[src/logic/cfs_pkg.sv]
// Purpose: constants and carriers for one acceptance filter identifier check
// Assumes: 16-bit register port, registers on word offsets
// Notes: all offsets, fields and reset values live here
package cfs_pkg;

    // ------------------------------------------------------------
    // register map
    // ------------------------------------------------------------
    localparam logic [7:0] CFS_ADDR_ID = 8'h00;
    localparam logic [7:0] CFS_ADDR_CTRL = 8'h04;
    localparam logic [7:0] CFS_ADDR_STAT = 8'h08;

    // ------------------------------------------------------------
    // identifier register fields
    // ------------------------------------------------------------
    localparam int CFS_SID_LSB = 5;
    localparam int CFS_SID_MSB = 15;
    localparam int CFS_FTS_BIT = 3;
    localparam int CFS_EID_LSB = 0;
    localparam int CFS_EID_MSB = 1;
    localparam logic [15:0] CFS_ID_WMASK = 16'hFFEB;
    localparam logic [15:0] CFS_ID_RESET = 16'h0000;

    // ------------------------------------------------------------
    // control and status fields
    // ------------------------------------------------------------
    localparam int CFS_CTRL_EN_BIT = 0;
    localparam logic CFS_CTRL_RESET = 1'b0;
    localparam int CFS_STAT_HIT_BIT = 0;
    localparam int CFS_STAT_ERR_BIT = 1;
    localparam int CFS_STAT_CNT_LSB = 8;
    localparam logic [7:0] CFS_CNT_RESET = 8'h00;

    // received frame as handed over by the protocol engine
    typedef struct packed {
        logic valid;
        logic extended;
        logic crc_ok;
        logic [10:0] std_identifier_bits;
        logic [17:0] extended_identifier_bits;
    } cfs_frame_t;

    // mask bits supplied by the associated mask register
    typedef struct packed {
        logic type_match;
        logic [10:0] sid_mask;
        logic [1:0] eid_mask;
    } cfs_mask_t;

    // filter decision for a frame
    typedef enum logic [1:0] {
        CFS_RES_NONE,
        CFS_RES_HIT,
        CFS_RES_MISS,
        CFS_RES_ERROR
    } cfs_result_t;

endpackage : cfs_pkg

[src/logic/cfs_filter.sv]
// Purpose: single acceptance filter with standard identifier register
// Assumes: frame and mask inputs synchronous to clock_i
// Notes: decision appears one cycle after the frame strobe
`timescale 1ns/1ps
module cfs_filter (
    input wire logic clock_i,
    input wire logic srst_i,
    input wire logic [7:0] addr_i,
    input wire logic [15:0] wdata_i,
    input wire logic wr_i,
    input wire logic rd_i,
    output logic [15:0] rdata_o,
    input wire cfs_pkg::cfs_frame_t frame_i,
    input wire cfs_pkg::cfs_mask_t mask_i,
    output logic accept_o,
    output logic reject_o,
    output logic error_o
);
    import cfs_pkg::*;

    // ------------------------------------------------------------
    // limits of this filter
    // ------------------------------------------------------------
    // stored pattern clears on reset so a fresh filter is defined
    // mask and type match are levels, hold them steady across a frame
    // only bits 17:16 of an extended identifier are compared here
    // bits 4 and 2 are tied low in storage and on read
    // a disabled filter stays silent and keeps its status
    // frames may come every cycle, decisions never overlap

    // ------------------------------------------------------------
    // state
    // ------------------------------------------------------------
    logic [15:0] id_q;
    logic en_q;
    cfs_result_t res_q;
    cfs_result_t res_d;
    logic [7:0] cnt_q;
    logic [15:0] rdata_q;
    logic accept_q;
    logic reject_q;
    logic error_q;

    // ------------------------------------------------------------
    // address decode
    // ------------------------------------------------------------
    // exact byte-address match for one register place
    function automatic logic addr_hit(input logic [7:0] addr, input logic [7:0] place);
        return addr == place;
    endfunction : addr_hit

    wire logic hit_id = addr_hit(addr_i, CFS_ADDR_ID);
    wire logic hit_ctrl = addr_hit(addr_i, CFS_ADDR_CTRL);
    wire logic hit_stat = addr_hit(addr_i, CFS_ADDR_STAT);
    wire logic wr_id = wr_i && hit_id;
    wire logic wr_ctrl = wr_i && hit_ctrl;

    // stored fields
    wire logic [10:0] sid_f = id_q[CFS_SID_MSB:CFS_SID_LSB];
    wire logic [1:0] eid_f = id_q[CFS_EID_MSB:CFS_EID_LSB];
    wire logic fts_f = id_q[CFS_FTS_BIT];

    // ------------------------------------------------------------
    // comparison
    // ------------------------------------------------------------
    // per-bit agreement, a masked-off bit always agrees
    logic [10:0] sid_bit_ok;
    logic [1:0] eid_bit_ok;
    for (genvar g = 0; g < 11; g++) begin : g_sid_bit
        assign sid_bit_ok[g] = !mask_i.sid_mask[g] || (sid_f[g] == frame_i.std_identifier_bits[g]);
    end
    for (genvar g = 0; g < 2; g++) begin : g_eid_bit
        assign eid_bit_ok[g] = !mask_i.eid_mask[g] || (eid_f[g] == frame_i.extended_identifier_bits[16 + g]);
    end
    // masked standard bits must agree
    wire logic sid_ok = &sid_bit_ok;
    // extended bits 17:16 only meaningful on extended frames
    wire logic eid_ok = !frame_i.extended || (&eid_bit_ok);
    // frame type check only when the mask asks for it
    wire logic type_ok = !mask_i.type_match
        || (fts_f == frame_i.extended);
    wire logic id_ok = sid_ok && eid_ok && type_ok;

    // decision: errors first, then filter comparison
    always_comb begin
        res_d = CFS_RES_NONE;
        if (frame_i.valid && en_q) begin
            if (!frame_i.crc_ok) begin
                res_d = CFS_RES_ERROR;
            end else if (id_ok) begin
                res_d = CFS_RES_HIT;
            end else begin
                res_d = CFS_RES_MISS;
            end
        end
    end

    // read data select, unmapped reads as zero
    wire logic [15:0] stat_w = {cnt_q, 6'h00, (res_q == CFS_RES_ERROR),
        (res_q == CFS_RES_HIT)};
    wire logic [15:0] rsel = hit_id ? (id_q & CFS_ID_WMASK)
        : hit_ctrl ? {15'h0000, en_q}
        : hit_stat ? stat_w
        : 16'h0000;

    // ------------------------------------------------------------
    // registers
    // ------------------------------------------------------------
    // software-written identifier and control
    always_ff @(posedge clock_i) begin
        if (srst_i) begin
            id_q <= CFS_ID_RESET;
            en_q <= CFS_CTRL_RESET;
        end else begin
            if (wr_id) begin
                id_q <= wdata_i & CFS_ID_WMASK;
            end
            if (wr_ctrl) begin
                en_q <= wdata_i[CFS_CTRL_EN_BIT];
            end
        end
    end

    // last decision and accepted frame count
    always_ff @(posedge clock_i) begin
        if (srst_i) begin
            res_q <= CFS_RES_NONE;
            cnt_q <= CFS_CNT_RESET;
        end else if (res_d != CFS_RES_NONE) begin
            res_q <= res_d;
            if (res_d == CFS_RES_HIT) begin
                cnt_q <= cnt_q + 8'h01;
            end
        end
    end

    // registered outputs
    always_ff @(posedge clock_i) begin
        if (srst_i) begin
            rdata_q <= 16'h0000;
            accept_q <= 1'b0;
            reject_q <= 1'b0;
            error_q <= 1'b0;
        end else begin
            rdata_q <= rd_i ? rsel : 16'h0000;
            accept_q <= (res_d == CFS_RES_HIT);
            reject_q <= (res_d == CFS_RES_MISS);
            error_q <= (res_d == CFS_RES_ERROR);
        end
    end

    assign rdata_o = rdata_q;
    assign accept_o = accept_q;
    assign reject_o = reject_q;
    assign error_o = error_q;

    // ------------------------------------------------------------
    // assertions
    // ------------------------------------------------------------
    a_ext_only: assert property (@(posedge clock_i) disable iff (srst_i)
        frame_i.valid && mask_i.type_match && id_q[CFS_FTS_BIT] && !frame_i.extended
        |=> !accept_o)
        else $error("extended-only filter accepted a standard frame");

    a_std_only: assert property (@(posedge clock_i) disable iff (srst_i)
        frame_i.valid && mask_i.type_match && !id_q[CFS_FTS_BIT] && frame_i.extended
        |=> !accept_o)
        else $error("standard-only filter accepted an extended frame");

    a_type_ignored: assert property (@(posedge clock_i) disable iff (srst_i)
        frame_i.valid && en_q && frame_i.crc_ok && !mask_i.type_match
        && sid_ok && eid_ok |=> accept_o)
        else $error("frame type not ignored with type match clear");

    a_select_bit: assert property (@(posedge clock_i) disable iff (srst_i)
        wr_id ##1 (rd_i && hit_id && !wr_i)
        |=> rdata_o[CFS_FTS_BIT] == $past(wdata_i[CFS_FTS_BIT], 2))
        else $error("frame type select did not read back");

    a_unused_zero: assert property (@(posedge clock_i) disable iff (srst_i)
        $past(rd_i && hit_id) |-> (rdata_o[4] == 1'b0 && rdata_o[2] == 1'b0))
        else $error("unused identifier bits read nonzero");

    a_sid_match: assert property (@(posedge clock_i) disable iff (srst_i)
        frame_i.valid && (((sid_f ^ frame_i.std_identifier_bits) & mask_i.sid_mask) != 11'h000)
        |=> !accept_o)
        else $error("masked standard identifier mismatch accepted");

    a_error_first: assert property (@(posedge clock_i) disable iff (srst_i)
        frame_i.valid && en_q && !frame_i.crc_ok |=> error_o && !accept_o && !reject_o)
        else $error("errored frame reached the comparison");

    a_one_result: assert property (@(posedge clock_i) disable iff (srst_i)
        $onehot0({accept_o, reject_o, error_o}))
        else $error("more than one decision at once");

    // ------------------------------------------------------------
    // register assertions
    // ------------------------------------------------------------
    // stored fields follow the write, unused places never do
    a_select_write: assert property (@(posedge clock_i) disable iff (srst_i)
        wr_id |=> id_q[CFS_FTS_BIT] == $past(wdata_i[CFS_FTS_BIT]))
        else $error("frame type select not stored on write");

    a_sid_store: assert property (@(posedge clock_i) disable iff (srst_i)
        wr_id |=> id_q[CFS_SID_MSB:CFS_SID_LSB] == $past(wdata_i[CFS_SID_MSB:CFS_SID_LSB]))
        else $error("standard identifier bits not stored on write");

    a_eid_store: assert property (@(posedge clock_i) disable iff (srst_i)
        wr_id |=> id_q[CFS_EID_MSB:CFS_EID_LSB] == $past(wdata_i[CFS_EID_MSB:CFS_EID_LSB]))
        else $error("extended identifier bits not stored on write");

    a_unused_stored: assert property (@(posedge clock_i) disable iff (srst_i)
        wr_id |=> (id_q[4] == 1'b0 && id_q[2] == 1'b0))
        else $error("write reached an unused identifier bit");

    // the pattern only moves on a write to its own place
    a_id_hold: assert property (@(posedge clock_i) disable iff (srst_i)
        !wr_id |=> $stable(id_q))
        else $error("identifier register changed without a write");

    // a write followed at once by a read returns the new pattern
    a_sid_read: assert property (@(posedge clock_i) disable iff (srst_i)
        wr_id ##1 (rd_i && hit_id && !wr_i)
        |=> rdata_o[CFS_SID_MSB:CFS_SID_LSB] == $past(wdata_i[CFS_SID_MSB:CFS_SID_LSB], 2))
        else $error("standard identifier bits did not read back");

    a_eid_read: assert property (@(posedge clock_i) disable iff (srst_i)
        wr_id ##1 (rd_i && hit_id && !wr_i)
        |=> rdata_o[CFS_EID_MSB:CFS_EID_LSB] == $past(wdata_i[CFS_EID_MSB:CFS_EID_LSB], 2))
        else $error("extended identifier bits did not read back");

    // read data stand only in the cycle after the read strobe
    a_read_idle: assert property (@(posedge clock_i) disable iff (srst_i)
        !rd_i |=> rdata_o == 16'h0000)
        else $error("read data present without a read strobe");

    // ------------------------------------------------------------
    // decision assertions
    // ------------------------------------------------------------
    // a matching frame of the selected type is taken
    a_ext_accept: assert property (@(posedge clock_i) disable iff (srst_i)
        frame_i.valid && en_q && frame_i.crc_ok && mask_i.type_match && id_q[CFS_FTS_BIT]
        && frame_i.extended && (((sid_f ^ frame_i.std_identifier_bits) & mask_i.sid_mask) == 11'h000)
        && (((eid_f ^ frame_i.extended_identifier_bits[17:16]) & mask_i.eid_mask) == 2'h0) |=> accept_o)
        else $error("extended-only filter refused a matching extended frame");

    a_std_accept: assert property (@(posedge clock_i) disable iff (srst_i)
        frame_i.valid && en_q && frame_i.crc_ok && mask_i.type_match && !id_q[CFS_FTS_BIT]
        && !frame_i.extended && (((sid_f ^ frame_i.std_identifier_bits) & mask_i.sid_mask) == 11'h000)
        |=> accept_o)
        else $error("standard-only filter refused a matching standard frame");

    // masked-off bits never block acceptance
    a_mask_clear: assert property (@(posedge clock_i) disable iff (srst_i)
        frame_i.valid && en_q && frame_i.crc_ok && !mask_i.type_match
        && mask_i.sid_mask == 11'h000 && mask_i.eid_mask == 2'h0 |=> accept_o)
        else $error("fully masked filter refused a frame");

    // a masked mismatch is refused
    a_sid_reject: assert property (@(posedge clock_i) disable iff (srst_i)
        frame_i.valid && en_q && frame_i.crc_ok
        && (((sid_f ^ frame_i.std_identifier_bits) & mask_i.sid_mask) != 11'h000) |=> reject_o)
        else $error("masked standard identifier mismatch not refused");

    a_eid_reject: assert property (@(posedge clock_i) disable iff (srst_i)
        frame_i.valid && en_q && frame_i.crc_ok && frame_i.extended
        && (((eid_f ^ frame_i.extended_identifier_bits[17:16]) & mask_i.eid_mask) != 2'h0) |=> reject_o)
        else $error("masked extended identifier mismatch not refused");

    // every output pulse traces back to a frame one cycle earlier
    a_accept_cause: assert property (@(posedge clock_i) disable iff (srst_i)
        accept_o |-> $past(frame_i.valid && en_q && frame_i.crc_ok))
        else $error("accept without an error-free enabled frame");

    a_reject_cause: assert property (@(posedge clock_i) disable iff (srst_i)
        reject_o |-> $past(frame_i.valid && en_q && frame_i.crc_ok))
        else $error("reject without an error-free enabled frame");

    a_error_cause: assert property (@(posedge clock_i) disable iff (srst_i)
        error_o |-> $past(frame_i.valid && en_q && !frame_i.crc_ok))
        else $error("error without an errored enabled frame");

    // an enabled frame always gets a decision, a disabled filter none
    a_one_decision: assert property (@(posedge clock_i) disable iff (srst_i)
        frame_i.valid && en_q |=> (accept_o || reject_o || error_o))
        else $error("enabled frame got no decision");

    a_disabled_quiet: assert property (@(posedge clock_i) disable iff (srst_i)
        !en_q |=> (!accept_o && !reject_o && !error_o))
        else $error("disabled filter gave a decision");

    // accepted count steps once per accepted frame
    a_count_step: assert property (@(posedge clock_i) disable iff (srst_i)
        accept_o |-> cnt_q == $past(cnt_q) + 8'h01)
        else $error("accepted count did not step");

    a_count_hold: assert property (@(posedge clock_i) disable iff (srst_i)
        !accept_o |-> $stable(cnt_q))
        else $error("accepted count moved without an accept");

endmodule : cfs_filter

[config.mk]
export PLATFORM = sky130hd
export DESIGN_NAME = cfs_filter
export DESIGN_NICKNAME = d
export VERILOG_FILES = /design/src/logic/cfs_pkg.sv /design/src/logic/cfs_filter.sv
export SDC_FILE = /design/constraint.sdc
export NUM_CORES = 1
export LEC_CHECK = 0
export ABC_AREA = 1
export BUFFER_PORTS_ARGS = -buffer_cell sky130_fd_sc_hd__buf_2
export CORE_MARGIN = 4
export CORE_UTILIZATION = 49
export DETAILED_ROUTE_END_ITERATION = 6
export GPL_ROUTABILITY_DRIVEN = 0
export PLACE_DENSITY_LB_ADDON = 0.08
export SLEW_MARGIN = 20
export SYNTH_ARGS = -nofsm -noshare
export SYNTH_HDL_FRONTEND = slang
export SYNTH_SLANG_ARGS = --single-unit
[constraint.sdc]
create_clock -name clock_i -period 2.71 [get_ports clock_i]
set_input_delay 0.4065 -clock clock_i [delete_from_list [all_inputs] [get_ports clock_i]]
set_output_delay 0.4065 -clock clock_i [all_outputs]
set_load 0.005 [all_outputs]
# After elaboration in Yosys (flattened, before gate mapping)

Cells that the tools add are included.

Add/subtract/negate cells: 1
Equality and inequality tests: 21
Mux-type cells: 6
Bitwise gates (word level): 1
Reduce and logical (&&, ||, !) cells: 42

Operator list:

| cell                  | number |
|---|---|
| $mux W16              | 3 |
| $logic_not A1 Y1      | 15 |
| $logic_or A1 B1 Y1    | 15 |
| $eq A1 B1 Y1          | 14 |
| $reduce_and A11 Y1    | 1 |
| $add A8 B1 Y8 const B | 1 |
| $eq A8 B3 Y1 const B  | 1 |
| $eq A8 B4 Y1 const B  | 1 |
| $logic_not A8 Y1      | 1 |
| $eq A2 B2 Y1 const B  | 3 |
| $mux W2               | 3 |
| $logic_and A1 B1 Y1   | 5 |
| $eq A2 B1 Y1 const B  | 2 |
| $reduce_and A2 Y1     | 2 |
| $reduce_or A4 Y1      | 1 |
| $reduce_bool A2 Y1    | 1 |
| $reduce_or A2 Y1      | 1 |
| $not A1 Y1            | 1 |

Bits in registers: 44
Input bits: 74
Logic and storage cells: 80

# Logic depth before layout (Yosys ltp)

Depth in word-level cells: 11
Depth in mapped cells: 12

# Least setup slack after synthesis

No wires, ideal clock.

Path type: input to register
Start: input addr_i[1]
End: register id_q[3]
Library setup time: 0.119 ns
Arrival time: 1.240 ns
Required time: 2.591 ns
Setup slack: 1.350 ns
Stages on the path: 7
Cells stage by stage: nor2_2 nand3_2 nor2_2 nand2_2 buf_2 o21ai_0 a21oi_1

Cells in the longest elaborated chain, start to end: 2

RTL lines:

| what                   | RTL line          | RTL |
|---|---|---|
| start: declaration     | cfs_filter.sv:8   | `input wire logic [7:0] addr_i,` |
| $logic_not A8 Y1       | cfs_filter.sv:49  | `return addr == place;` |
| $logic_and A1 B1 Y1    | cfs_filter.sv:55  | `wire logic wr_id = wr_i && hit_id;` |
| end signal: assignment | cfs_filter.sv:116 | `id_q <= wdata_i & CFS_ID_WMASK;` |
| end: declaration       | cfs_filter.sv:34  | `logic [15:0] id_q;` |

No other way between the ends.
A chain may end at the register's enable or synchronous reset.

# Worst setup path in the final report

Start: input srst_i
End: register rdata_q[1] (netlist: rdata_o[1])

Cells in the longest elaborated chain, start to end: 1

RTL lines:

| what                              | RTL line          | RTL |
|---|---|---|
| start: declaration                | cfs_filter.sv:7   | `input wire logic srst_i,` |
| $reduce_or A2 Y1 (no source line) | -                 |  |
| end signal: assignment            | cfs_filter.sv:145 | `rdata_q <= rd_i ? rsel : 16'h0000;` |
| end: declaration                  | cfs_filter.sv:39  | `logic [15:0] rdata_q;` |

No other way between the ends.

==> results.yml <==
status:
  outcome: "finished clean"
yosys:
  synth_most_common_cell: "nand2_1"
  synthFlopType: "dfxtp_1"
  syn_area_um2: 1960
  avgSynthCellArea_um2: 7.25
  yosysWarnings: 0
  synth_edf_count: 0
  synth-seq-cells: 42
  synthCells: 270
  synth_area_leaders: "dfxtp_1 43%, nand2_1 11%, nand3_1 9.2%"
  yosysUniqueCellTypes: 24
  synth_area_leader_cell: "dfxtp_1"
  synth_top_cells_by_count: "56 x nand2_1, 42 x dfxtp_1, 36 x nand3_1"
  yosysTopAreaCellShare_pct: 42.9
  seq_area_frac_synth_pct: 42.9
  synthArstFlopShare_pct: 0
power:
  p_leak_uw: 0.00118
  peakVddDrop_v: 0.000293
  power_density_nw_per_um2: 489
worst_setup_path:
  endpoint: "rdata_o[1]"
  critical-path-top-delay-family: "buffers and inverters"
  critPathBufInv: 3
  cp_cell_sequence: "buf_2 -> inv_2 -> nand2_1 -> inv_2 -> nand2_1 -> o22ai_1"
  r2r_slack_ns: 1.32
  critPathMaxStageDelay_ns: 0.31
  required_ns: 2.92
  critPathLaunchType: "primary input"
  ff2ff_path_depth: 10
  cp_max_fo: 19
  worstSetupPathDepth: 6
  cpMaxStageDelayCell: "nand2_1"
  crit_arrival_ns: 1.69
  worstSetupStartpoint: "srst_i"
  r2r-end: "cnt_q[5]"
  worstSetupPathType: "in -> reg"
  cp-end-kind: "register"
  r2r-start: "id_q[1]"
timing:
  hold_viol: 0
  drv_slew: 0
  whs_ns: 0.277
  fin_tns_setup_ns: 0
  skew_ns: 0.00800
  rsz0062_at_grt: "no"
  setup_violations: 0
  period_needed_ns: 1.48
  fin_crit_sh_pct: 54.6
  max_freq_mhz: 676
  layout_setup_ws_ns: 1.23
routing:
  wl_per_cell_um: 11.3
  drt_first_pass_iters: 4
  num_vias: 1881
  routed_wl_mm: 4.43
  ant_nets: 0
  drc_errors: 0
  vias_per_cell: 4.80
  first_iter_violations: 67
cells_and_area:
  area_growth_pct: 25.3
  fin_cells: 392
  antenna_cells: 0
  fill_cells: 339
  final_nets: 418
  layout-drive-gt1-share_pct: 32.3
  seqCellArea_um2: 841
  multiInputGateArea_um2: 932
cts:
  path_clk_slew_ns: 0.08
  cts_setup_buffers: 0
  numCtsBuffers: 5
  cts_root_buf: "clkbuf_8"
  cts_tree: "built"
  h-tree-depth: 2
  cts-resized-gates: 0
  clock_path_buffers: 2
  cts-hold-fix-buffers: 0
  cts.sinks: 42
  insertion_delay_ns: 0.29
grt:
  grt_usage_pct: 17.9
  gr-total-overflow: 0
  grt_pass1_vias: 1785
  antenna_found_initial: 0
  grt_max_degree: 29
  grt_pass1_wl_mm: 7.32
run:
  cap_viol_max_count: 0
floorplan:
  die-area_um2: 5070
  coreArea_um2: 3770
  start_util_pct: 51.9
  fp-row-count: 22
  pin_count: 93
  fp.dieH_um: 71.2
  die_w_um: 71.2
place:
  port-buffer-count: 72
  hpwlAfterDp_mm: 3.47
  dp_slack_ns: 0.898
  numPlacedInstances: 384
min_path:
  hold_path.class: "in -> reg"
cells by family after synthesis:
kind of cell             synth area share (%)
buffers and inverters                    9.65
adder cells (fa/ha/maj)                 0.639
AND/OR/NAND/NOR                          31.4
flip-flops                               42.9
XOR/XNOR                                 2.68
other                                   0.192
AO/OA/AOI/OAI                            12.5
state kept, by name, summed over array words and instances (netlist names):
register  cells
id_q         14
rdata_o      14
cnt_q         8
res_q         2
accept_o      1
en_q          1
error_o       1
reject_o      1
per-stage QoR:
| stage | power (uW) | util, % | area (um^2) |
|---|---|---|---|
| 2_1_floorplan | 682 | - | 1960 |
| 3_3_place_gp | 729 | 62.1 | 2340 |
| 3_5_place_dp | 730 | 62.1 | 2340 |
| 4_1_cts | 1210 | 65.1 | 2450 |
| 5_1_grt | 1250 | 65.1 | 2450 |
| 6_report | 1200 | 65.1 | 2450 |
routing by layer:
layer	up-vias	share of wire [%]	global-route usage (%)
met1	808	47	21.7
met3	7	7.1	4.07
met4	0	2.0	8.35
li1	1006	-	-
met2	60	44	30.0
met5	-	0	0
area by class of cell:
cell class,count,area share (%)
Clock buffer,6,2.96
Clock inverter,2,1.53
Inverter,40,6.12
Multi-Input combinational cell,182,38.0
Sequential cell,42,34.3
Tap cell,48,2.45
Timing Repair Buffer,72,14.7
placed cells by master, fill, tap and decap left out, drive strengths merged:
cell type / netlist / routed
a21oi: 23 / 23
o21ai: 23 / 23
bufinv: 0 / 1
inv: 40 / 40
xnor2: 2 / 2
o211ai: 1 / 1
nand2: 64 / 64
xor2: 4 / 4
nand3: 39 / 39
clkinvlp: 0 / 1
o22ai: 1 / 1
nor2: 21 / 21
nor3: 1 / 1
conb: 1 / 2
clkbuf: 1 / 6
buf: 6 / 72
dfxtp: 42 / 42
ha: 1 / 1
where the power goes:
part	internal (uW)	switching, uW	total (uW)
clock	275	209	484
combinational	45.5	53.0	98.5
sequential	617	0.324	617
total	937	262	1200
how the worst min path moves through the flow:
stage	depth (start not counted)	slack [ns]	to	start
after floorplan	2	0.43	rdata_o[5]	id_q[5]
after global placement	2	0.45	rdata_o[7]	id_q[7]
after detailed placement	2	0.45	rdata_o[7]	id_q[7]
after CTS	2	0.27	error_o	frame_i[29]
after global routing	2	0.29	error_o	frame_i[29]
final	2	0.28	error_o	frame_i[29]
(Power assumes the default switching activity.)
